File: config.mk
export PLATFORM = sky130hd
export DESIGN_NAME = shift_right_and_fractional_mpy
export DESIGN_NICKNAME = d
export VERILOG_FILES = /design/src/rtl/shift_mpy_pkg.sv /design/src/rtl/shift_mpy_if.sv /design/src/rtl/frac_mul.sv /design/src/rtl/shift_right_and_fractional_mpy.sv
export SDC_FILE = /design/constraint.sdc
export NUM_CORES = 1
export LEC_CHECK = 0
export BUFFER_PORTS_ARGS = -buffer_cell sky130_fd_sc_hd__buf_2
export CORE_MARGIN = 1
export CORE_UTILIZATION = 40
export CTS_BUF_LIST = sky130_fd_sc_hd__clkbuf_4
export DETAILED_ROUTE_END_ITERATION = 6
export PLACE_DENSITY = 0.69
export SLEW_MARGIN = 20
export SYNTH_ARGS = -nofsm -noshare
export SYNTH_HDL_FRONTEND = slang
export SYNTH_SLANG_ARGS = --single-unit
File: constraint.sdc
create_clock -name clk_i -period 2.68 [get_ports clk_i]
set_clock_uncertainty 0.15 [all_clocks]
set_input_delay 0.134 -clock clk_i [delete_from_list [all_inputs] [get_ports clk_i]]
set_output_delay 0.134 -clock clk_i [all_outputs]
set_load 0.005 [all_outputs]
File: src/rtl/shift_mpy_pkg.sv
// Purpose: shared constants and types for the shift and fractional multiply datapath
// Assumes: core clock domain only
// Notes:   opfield codes are the instruction encodings handed over by decode
package shift_mpy_pkg;

  // shift opfields (6 bits)
  localparam logic [5:0] LSR_REG_32 = 6'h27;  // 100111 word, register amount
  localparam logic [5:0] LSR_REG_40 = 6'h25;  // 100101 long, register amount
  localparam logic [5:0] LSR_IMM_32 = 6'h26;  // 100110 word, immediate amount
  localparam logic [5:0] LSR_IMM_40 = 6'h24;  // 100100 long, immediate amount

  // multiply opfields (5 bits)
  localparam logic [4:0] MUL_LL = 5'h1a;  // 11010 low x low
  localparam logic [4:0] MUL_HL = 5'h0a;  // 01010 high x low
  localparam logic [4:0] MUL_LH = 5'h12;  // 10010 low x high
  localparam logic [4:0] MUL_HH = 5'h02;  // 00010 high x high

  localparam int          AMT_BITS     = 6;            // register amount bits used
  localparam logic [5:0]  AMT_CLAMP_LO = 6'h27;        // amounts above 39 clamp
  localparam logic [5:0]  AMT_CLAMP    = 6'h28;        // clamp amount 40
  localparam logic [31:0] MOST_NEG     = 32'h80000000; // doubled product overflow
  localparam logic [31:0] MOST_POS     = 32'h7fffffff; // replacement value
  localparam logic [39:0] RES_RESET    = 40'h0000000000;

  // multiply pipeline stage
  typedef enum logic [1:0] {
    MUL_IDLE  = 2'b00,
    MUL_BUSY  = 2'b01,
    MUL_WROTE = 2'b10
  } mul_state_type;

endpackage

File: src/rtl/shift_mpy_if.sv
// Purpose: carries one multiply request from the datapath top to the multiplier
// Assumes: single clock, request valid for one cycle
// Notes:   none
`timescale 1ns/10ps
interface shift_mpy_if;
  logic        req;   // issue pulse, predicate already true
  logic [4:0]  op;    // multiply opfield
  logic [31:0] src1;  // first source word
  logic [31:0] src2;  // second source word
  logic        done;  // result write pulse
  logic [31:0] res;   // written result
  logic        saturation_flag;   // saturation happened on this result

  modport top (output req, output op, output src1, output src2, input done, input res, input saturation_flag);
  modport mul (input req, input op, input src1, input src2, output done, output res, output saturation_flag);
endinterface

File: src/rtl/frac_mul.sv
// Purpose: signed 16x16 fractional multiply with doubling and saturation
// Assumes: requests arrive as single-cycle pulses with the predicate true
// Notes:   one delay slot: result appears two edges after the request
`timescale 1ns/10ps
module frac_mul (
  input  wire logic clk_i,
  input  wire logic reset_n_i,
  input  wire logic enable_i,
  shift_mpy_if.mul  m
);

  logic [31:0]                  prod_r,  prod_nxt;   // stage-one doubled product
  logic                         ovf_r,   ovf_nxt;    // stage-one overflow
  logic [31:0]                  res_r,   res_nxt;
  logic                         done_r,  done_nxt;
  logic                         sat_r,   sat_nxt;
  shift_mpy_pkg::mul_state_type st_r,    st_nxt;

  // pick a signed half per variant
  function automatic logic signed [15:0] half(input logic [31:0] w, input logic hi);
    half = hi ? w[31:16] : w[15:0];
  endfunction

  ////////////////////////////////////////////////////////////////
  // next state: stage one multiplies, stage two writes
  always_comb begin
    logic signed [15:0] a;
    logic signed [15:0] b;
    logic signed [31:0] p;
    logic [31:0]        d;
    a = half(m.src1, (m.op == shift_mpy_pkg::MUL_HL) || (m.op == shift_mpy_pkg::MUL_HH));
    b = half(m.src2, (m.op == shift_mpy_pkg::MUL_LH) || (m.op == shift_mpy_pkg::MUL_HH));
    p = a * b;
    d = {p[30:0], 1'b0};
    prod_nxt = prod_r;
    ovf_nxt  = ovf_r;
    res_nxt  = res_r;
    done_nxt = 1'b0;
    sat_nxt  = 1'b0;
    st_nxt   = st_r;
    case (st_r)
      shift_mpy_pkg::MUL_IDLE, shift_mpy_pkg::MUL_WROTE: begin
        st_nxt = shift_mpy_pkg::MUL_IDLE;
      end
      shift_mpy_pkg::MUL_BUSY: begin
        // second edge writes: one delay slot
        res_nxt  = ovf_r ? shift_mpy_pkg::MOST_POS : prod_r;
        done_nxt = 1'b1;
        sat_nxt  = ovf_r;
        st_nxt   = shift_mpy_pkg::MUL_WROTE;
      end
      default: st_nxt = shift_mpy_pkg::MUL_IDLE;
    endcase
    // back-to-back issue is allowed, the pipe accepts each cycle
    if (m.req) begin
      prod_nxt = d;
      ovf_nxt  = (d == shift_mpy_pkg::MOST_NEG);
      st_nxt   = shift_mpy_pkg::MUL_BUSY;
    end
  end

  // registers only
  always_ff @(posedge clk_i or negedge reset_n_i) begin
    if (!reset_n_i) begin
      prod_r <= 32'h00000000;
      ovf_r  <= 1'b0;
      res_r  <= 32'h00000000;
      done_r <= 1'b0;
      sat_r  <= 1'b0;
      st_r   <= shift_mpy_pkg::MUL_IDLE;
    end else if (enable_i) begin
      prod_r <= prod_nxt;
      ovf_r  <= ovf_nxt;
      res_r  <= res_nxt;
      done_r <= done_nxt;
      sat_r  <= sat_nxt;
      st_r   <= st_nxt;
    end
  end

  assign m.res  = res_r;
  assign m.done = done_r;
  assign m.saturation_flag  = sat_r;

  a_mul_sat_value: assert property (@(posedge clk_i) disable iff (!reset_n_i)
    m.done && m.saturation_flag |-> m.res == shift_mpy_pkg::MOST_POS)
    else $error("saturated result is not the most positive value");

endmodule

File: src/rtl/shift_right_and_fractional_mpy.sv
// Purpose: logical right shift unit and fractional multiply unit of the core datapath
// Assumes: decode presents one predicated request per unit per cycle on the core clock
// Notes:   shift result is written at the issue edge, multiply after one delay slot
`timescale 1ns/10ps

module shift_right_and_fractional_mpy (
  input  wire logic        clk_i,         // core clock
  input  wire logic        reset_n_i,     // async reset, active low
  input  wire logic        enable_i,      // clock enable, freezes all state
  input  wire logic        shift_req_i,   // shift issue pulse
  input  wire logic        shift_pred_i,  // predicate true
  input  wire logic [5:0]  shift_op_i,    // shift opfield
  input  wire logic [31:0] shift_src1_i,  // amount register or immediate in low bits
  input  wire logic [39:0] shift_src2_i,  // operand, word forms use low 32 bits
  input  wire logic        mul_req_i,     // multiply issue pulse
  input  wire logic        mul_pred_i,    // predicate true
  input  wire logic [4:0]  mul_op_i,      // multiply opfield
  input  wire logic [31:0] mul_src1_i,    // first source
  input  wire logic [31:0] mul_src2_i,    // second source
  input  wire logic        sat_clear_i,   // control status write clears flag
  output logic             shift_wr_o,    // shift destination write pulse
  output logic [39:0]      shift_res_o,   // shift result
  output logic             mul_wr_o,      // multiply destination write pulse
  output logic [31:0]      mul_res_o,     // multiply result
  output logic             saturation_flag_o // sticky saturation bit
);

  logic [39:0] sres_r, sres_nxt;  // shift result
  logic        swr_r,  swr_nxt;   // shift write strobe
  logic        sat_r,  sat_nxt;   // sticky flag

  shift_mpy_if mif ();

  ////////////////////////////////////////////////////////////////
  // amount decode: register forms clamp, immediate forms take 5 bits
  function automatic logic [5:0] shift_amt(input logic [5:0] op, input logic [31:0] s1);
    logic [5:0] a;
    a = s1[5:0];
    if (op == shift_mpy_pkg::LSR_IMM_32 || op == shift_mpy_pkg::LSR_IMM_40) begin
      shift_amt = {1'b0, s1[4:0]};
    end else if (a > shift_mpy_pkg::AMT_CLAMP_LO) begin
      shift_amt = shift_mpy_pkg::AMT_CLAMP;
    end else begin
      shift_amt = a;
    end
  endfunction

  ////////////////////////////////////////////////////////////////
  // shift next values: result lands at the issue edge, no delay slot
  always_comb begin
    logic [39:0] opnd;
    logic        wide;
    wide     = (shift_op_i == shift_mpy_pkg::LSR_REG_40) || (shift_op_i == shift_mpy_pkg::LSR_IMM_40);
    opnd     = wide ? shift_src2_i : {8'h00, shift_src2_i[31:0]};
    sres_nxt = sres_r;
    swr_nxt  = 1'b0;
    if (shift_req_i && shift_pred_i) begin
      // logical shift: zero fill, 40 clears a long fully
      sres_nxt = opnd >> shift_amt(shift_op_i, shift_src1_i);
      swr_nxt  = 1'b1;
    end
  end

  ////////////////////////////////////////////////////////////////
  // multiply issue: a false predicate never enters the pipe
  assign mif.req  = mul_req_i && mul_pred_i;
  assign mif.op   = mul_op_i;
  assign mif.src1 = mul_src1_i;
  assign mif.src2 = mul_src2_i;

  frac_mul u_mul (
    .clk_i     (clk_i),
    .reset_n_i (reset_n_i),
    .enable_i  (enable_i),
    .m         (mif.mul)
  );

  ////////////////////////////////////////////////////////////////
  // sticky flag: set one edge after the write, set beats clear
  always_comb begin
    sat_nxt = sat_r;
    if (sat_clear_i) begin
      sat_nxt = 1'b0;
    end
    if (mif.done && mif.saturation_flag) begin
      sat_nxt = 1'b1;
    end
  end

  // result registers only
  always_ff @(posedge clk_i or negedge reset_n_i) begin
    if (!reset_n_i) begin
      sres_r <= shift_mpy_pkg::RES_RESET;
      swr_r  <= 1'b0;
      sat_r  <= 1'b0;
    end else if (enable_i) begin
      sres_r <= sres_nxt;
      swr_r  <= swr_nxt;
      sat_r  <= sat_nxt;
    end
  end

  // outputs straight from flip-flops
  assign shift_res_o       = sres_r;
  assign shift_wr_o        = swr_r;
  assign mul_res_o         = mif.res;
  assign mul_wr_o          = mif.done;
  assign saturation_flag_o = sat_r;

  ////////////////////////////////////////////////////////////////
  a_flag_after_write: assert property (@(posedge clk_i) disable iff (!reset_n_i)
    enable_i && mul_wr_o && mif.saturation_flag && enable_i |=> saturation_flag_o)
    else $error("saturation flag not set after saturated write");

  a_mul_one_slot: assert property (@(posedge clk_i) disable iff (!reset_n_i)
    enable_i && mul_req_i && mul_pred_i ##1 enable_i |=> mul_wr_o)
    else $error("multiply result not written after one delay slot");

  a_shift_no_slot: assert property (@(posedge clk_i) disable iff (!reset_n_i)
    enable_i && shift_req_i && shift_pred_i |=> shift_wr_o)
    else $error("shift result not written at issue edge");

  a_pred_false_quiet: assert property (@(posedge clk_i) disable iff (!reset_n_i)
    enable_i && !(shift_req_i && shift_pred_i) |=> !shift_wr_o && $stable(shift_res_o))
    else $error("shift destination changed without true predicate");

  a_clamp_forty: assert property (@(posedge clk_i) disable iff (!reset_n_i)
    enable_i && shift_req_i && shift_pred_i && shift_op_i == shift_mpy_pkg::LSR_REG_40
      && shift_src1_i[5:0] > 6'h27 |=> shift_res_o == 40'h0000000000)
    else $error("clamped long shift left bits behind");

  a_zero_fill: assert property (@(posedge clk_i) disable iff (!reset_n_i)
    enable_i && shift_req_i && shift_pred_i && shift_op_i == shift_mpy_pkg::LSR_IMM_32
      && shift_src1_i[4:0] != 5'h00 |=> shift_res_o[39:31] == 9'h000)
    else $error("word shift did not zero fill");

  a_high_bits_ignored: assert property (@(posedge clk_i) disable iff (!reset_n_i)
    enable_i && shift_req_i && shift_pred_i && shift_op_i == shift_mpy_pkg::LSR_REG_32
      |=> shift_res_o == ({8'h00, $past(shift_src2_i[31:0])} >> $past(shift_src1_i[5:0])))
    else $error("word register shift used amount bits above five");

  a_imm_amount: assert property (@(posedge clk_i) disable iff (!reset_n_i)
    enable_i && shift_req_i && shift_pred_i && shift_op_i == shift_mpy_pkg::LSR_IMM_40
      |=> shift_res_o == ($past(shift_src2_i) >> $past(shift_src1_i[4:0])))
    else $error("immediate shift amount wrong");

endmodule

==> impl.org <==
** Setup path
- The worst register-to-register path begins at u_mul.st_r[1]$_DFFE_PN0P_.
- Required @ worst endpoint :: about 3.0 ns
- Arrival time of data at the critical path endpoint :: 6.72 ns
- The worst setup path is launched from a primary input.
- The slowest stage of the critical path is the sky130_fd_sc_hd__fa_2 cell.
- Longest individual stage delay on the worst path :: 0.53 ns
- The worst register-to-register path ends at u_mul.st_r[1]$_DFFE_PN0P_.
- For the worst flop-to-flop path, the logic depth is 5.
- For flop-to-flop paths, the worst setup slack is 0.57 ns.
- Largest fanout on the critical path :: 6
- Crit end category :: register
- Path type of the worst setup path :: primary input to register

** Final layout
- Most common cell after layout, fill and taps aside :: sky130_fd_sc_hd__buf_4
- Fill cells in the final layout number 3,503.
- Highest-count cells in the layout ignoring fill and taps :: 341 x sky130_fd_sc_hd__buf_4, 283 x sky130_fd_sc_hd__inv_1, 247 x sky130_fd_sc_hd__nand2_1, 234 x sky130_fd_sc_hd__fa_1, 199 x sky130_fd_sc_hd__buf_2
- In the final layout, the share of cells above drive strength 1 is approximately two fifths.
- Finished Layout Cells :: 2,980
- Layout area overhead :: 41.7%
- Measured on the finished design, the core utilization comes to ~58%.
- Layout net count :: 2,932

** Yosys
- Counting distinct cell types in the post-synthesis netlist gives 77.
- Number of storage elements in the synthesis netlist :: 110
- In the synthesized netlist the dominant register cell turns out to be sky130_fd_sc_hd__dfrtp_1.
- Post-synthesis share of cell area spent on full adders, half adders and majority gates :: between 30% and 40%
- Averaged over all synthesized cells, the footprint is 8.94 sq um.
- After synthesis the cells add up to 16,700 sq um.
- Synthesis produced a netlist whose cell count is ~1.9k.
- The top cell type by area accounts for 30.7% of the synthesized area.
- Cell type with the highest aggregate area in the netlist :: sky130_fd_sc_hd__fa_1
- Share of synthesized area spent on multiplexers :: 10.3%
- Dominant combinational cell family by area after synthesis :: adder cells
- Syn nets :: 2,362
- After Yosys synthesis, XOR and XNOR cells account for 1.83% of the synthesized area.
- Area share of and/or/nand/nor cells after synthesis :: 15.0%
- Compound-cell area share of the yosys netlist :: 10.7%
- Yosys mapped a number of flops with a built-in enable equal to 0.
- Of all flip-flops after synthesis, the portion carrying an async set or reset was between 90% and 100%.
- Ranked by total cell area, the synthesized netlist is headed by sky130_fd_sc_hd__fa_1 31%, sky130_fd_sc_hd__dfrtp_1 16%, sky130_fd_sc_hd__inv_1 6.9%, sky130_fd_sc_hd__ha_1 6.0%, sky130_fd_sc_hd__nand2_1 5.8%.
- Sequential elements use between 10% and 20% of the synthesized area.
- Yosys printed 0 warnings.

** Placement
- GPL Wtd Cong :: roughly 1.0
- Placed insts :: 2,865
- In this run the tool buffered the top-level ports with 203 buffer cells.
- Half-perimeter wire length after placement :: 44,800 um
- Pre-CTS WS :: -4.35 ns

** Min path
- The min-delay analysis places its worst path in the category primary input to register.
- WHS Endpoint :: shift_res_o[17]$_DFFE_PN0P_
- Counting instances, the worst hold path has a depth of 4.
- The startpoint identified for the worst hold timing path is shift_src1_i[4].

** Detailed routing
- Across all layers, the routed design uses 15.7k vias.
- For this run, design rule violations remaining after detail routing come to 12.
- Avg WL per Cell :: between 15 and 20 um
- In this run the remaining antenna-violating nets after routing total 0.
- Using the TritonRoute via totals, the vias-per-cell ratio works out to around 5.3.
- Iteration-0 DRC count of the detailed router :: 1,143
- Count of TritonRoute iterations in the first routing pass :: 7
- Detailed-route wire length :: 56,400 um

** Floorplanning
- Boundary pin count :: 230
- Row generation in the floorplan step produced 74 rows.
- For this configuration, the core starts out at a cell density of approximately 41%.
- Horiz. Die Dim :: 206 um
- After floorplanning, the core was sized to cover roughly 41,000 sq um.
- In this run the vertical extent of the chip is 206 um.
- The floorplan step defined a die boundary enclosing 42,600 sq um.

** STA
- The final critical path takes up 240% of the cycle.
- Timing would allow up to between 150 and 200 MHz.
- The tightest hold path in the finished design has a slack of ~0.043 ns.
- Count of final hold-check violations :: 0
- Worst Slack Setup Final :: -3.76 ns
- In this run the tightest slew margin relative to its limit is 32.5%.
- Count of pins over their slew limit :: 0
- Setup violations remaining at the end of the flow were counted as 29.
- Setup repair after global routing missed its margin :: true
- For the finished layout, the period the worst path requires is roughly 6.4 ns.
- At the pin with the least slew margin, the transition time is 1.01 ns.

** Run status
- The checks that failed: design-rule violations, negative setup slack.
- Outcome :: complete, but fails checks

** Clocking
- In this run, CTS created clock tree buffers numbering 9.
- H-tree depth :: 3
- Insertion delay of the later-clocked pin in the worst-skew pair :: roughly 0.5 ns
- Root buffer cell :: sky130_fd_sc_hd__clkbuf_4
- After clock tree synthesis, the clock-pin slew on the worst setup and hold paths is 0.18 ns.
- TritonCTS built the clock tree.
- For this design, the sink count on the clock tree is between 100 and 150.
- Deepest clock path buffer count :: 2

** Global routing
- Total global routing track utilization :: a little over a quarter
- Total grt overflow :: 0
- Pin count of the biggest net entering global routing :: between 60 and 70
- The first global-routing pass estimated 86,600 um of wire.
- Vias in the first global route :: 16.1k
- The initial antenna violation count is 2.

** Run
- Number of maximum-capacitance constraint violations :: 0
## critical path: cells and delay by family
kind            cells  cell delay, ns
fa+ha+maj           7            2.81
compound gates      1            0.20
mux                 1            0.27
buf+inv            10            1.11
simple gates       10            2.14
## final cells by class
| class | count | area (sq um) | area share [%] |
|---|---|---|---|
| sequential | 110 | 2750 | 11.6 |
| multi-input combinational | 1372 | 13900 | 58.9 |
| timing repair buffer | 640 | 5000 | 21.1 |
| antenna | 2 | 5.00 | 0.0211 |
| clock buffer | 9 | 67.6 | 0.285 |
| clock inverter | 7 | 85.1 | 0.359 |
| inverter | 308 | 1160 | 4.91 |
| tap | 532 | 666 | 2.81 |
## kinds of logic after synthesis
| logic type | Yosys count |
|---|---|
| muxes | 141 |
| and+or+nand+nor | 587 |
| xor gates and xnor gates | 35 |
| buffers and inverters | 391 |
| AOI/OAI and AO/OA | 271 |
| adders and majority gates | 336 |
| DFF | 110 |
## through the flow
stage	cell area (sq um)	setup TNS [ns]
CTS	23000	-80.58
global route	23700	-87.96
global placement	21300	-101.72
detailed placement	21300	-104.20
floorplan	17300	-85.03
finish	23700	-83.44
## flip-flops by register name (all words and copies together), names as in the netlist
name and cells:
shift_wr_o 1, u_mul.prod_r 31, u_mul.ovf_r 1, u_mul.m.res 32, saturation_flag_o 1, u_mul.m.done 1
shift_res_o 40, u_mul.st_r 2, u_mul.m.saturation_flag 1
## cell usage after synthesis, drive strengths merged (14+ instances only)
master  number
a211oi      14
a21oi       42
a22o        15
buf         24
clkbuf      59
dfrtp      110
fa         256
ha          80
inv        307
mux2        41
mux2i       79
mux4        21
nand2      260
nand3       26
nor2       220
o21ai      104
xnor2       25
## per-layer routing
metal	track usage [%]	routed length, um	vias up
met1	35.3	23300	7905
met2	45.3	28400	538
met3	3.72	3490	88
met4	5.51	1130	0
li1	-	-	7213
met5	0	0	-
## repair_timing
item / CTS / global route
hold buffers: 13 / 0
setup endpoints to repair: 30 / 30
hold endpoints to repair: 124 / 0
gates resized for setup: 198 / 103
buffers inserted: 57 / 30
gates cloned: 4 / 0
pin swaps: 85 / 84
## how the worst max path moves through the flow
stage                start                 endpoint  slack, ns  cells past startpoint
5_1_grt        mul_op_i[2]  u_mul.ovf_r$_DFFE_PN0P_      -3.98                     29
4_1_cts        mul_op_i[2]  u_mul.ovf_r$_DFFE_PN0P_      -3.67                     25
2_1_floorplan  mul_op_i[0]  u_mul.ovf_r$_DFFE_PN0P_      -3.88                     26
3_5_place_dp   mul_op_i[2]  u_mul.ovf_r$_DFFE_PN0P_      -4.35                     27
3_3_place_gp   mul_op_i[0]  u_mul.ovf_r$_DFFE_PN0P_      -4.30                     27
6_report       mul_op_i[2]  u_mul.ovf_r$_DFFE_PN0P_      -3.76                     29
Power is left out: the tool's default activity adds up to more than one toggle a clock period on the data nets, which glitch-free logic cannot reach.
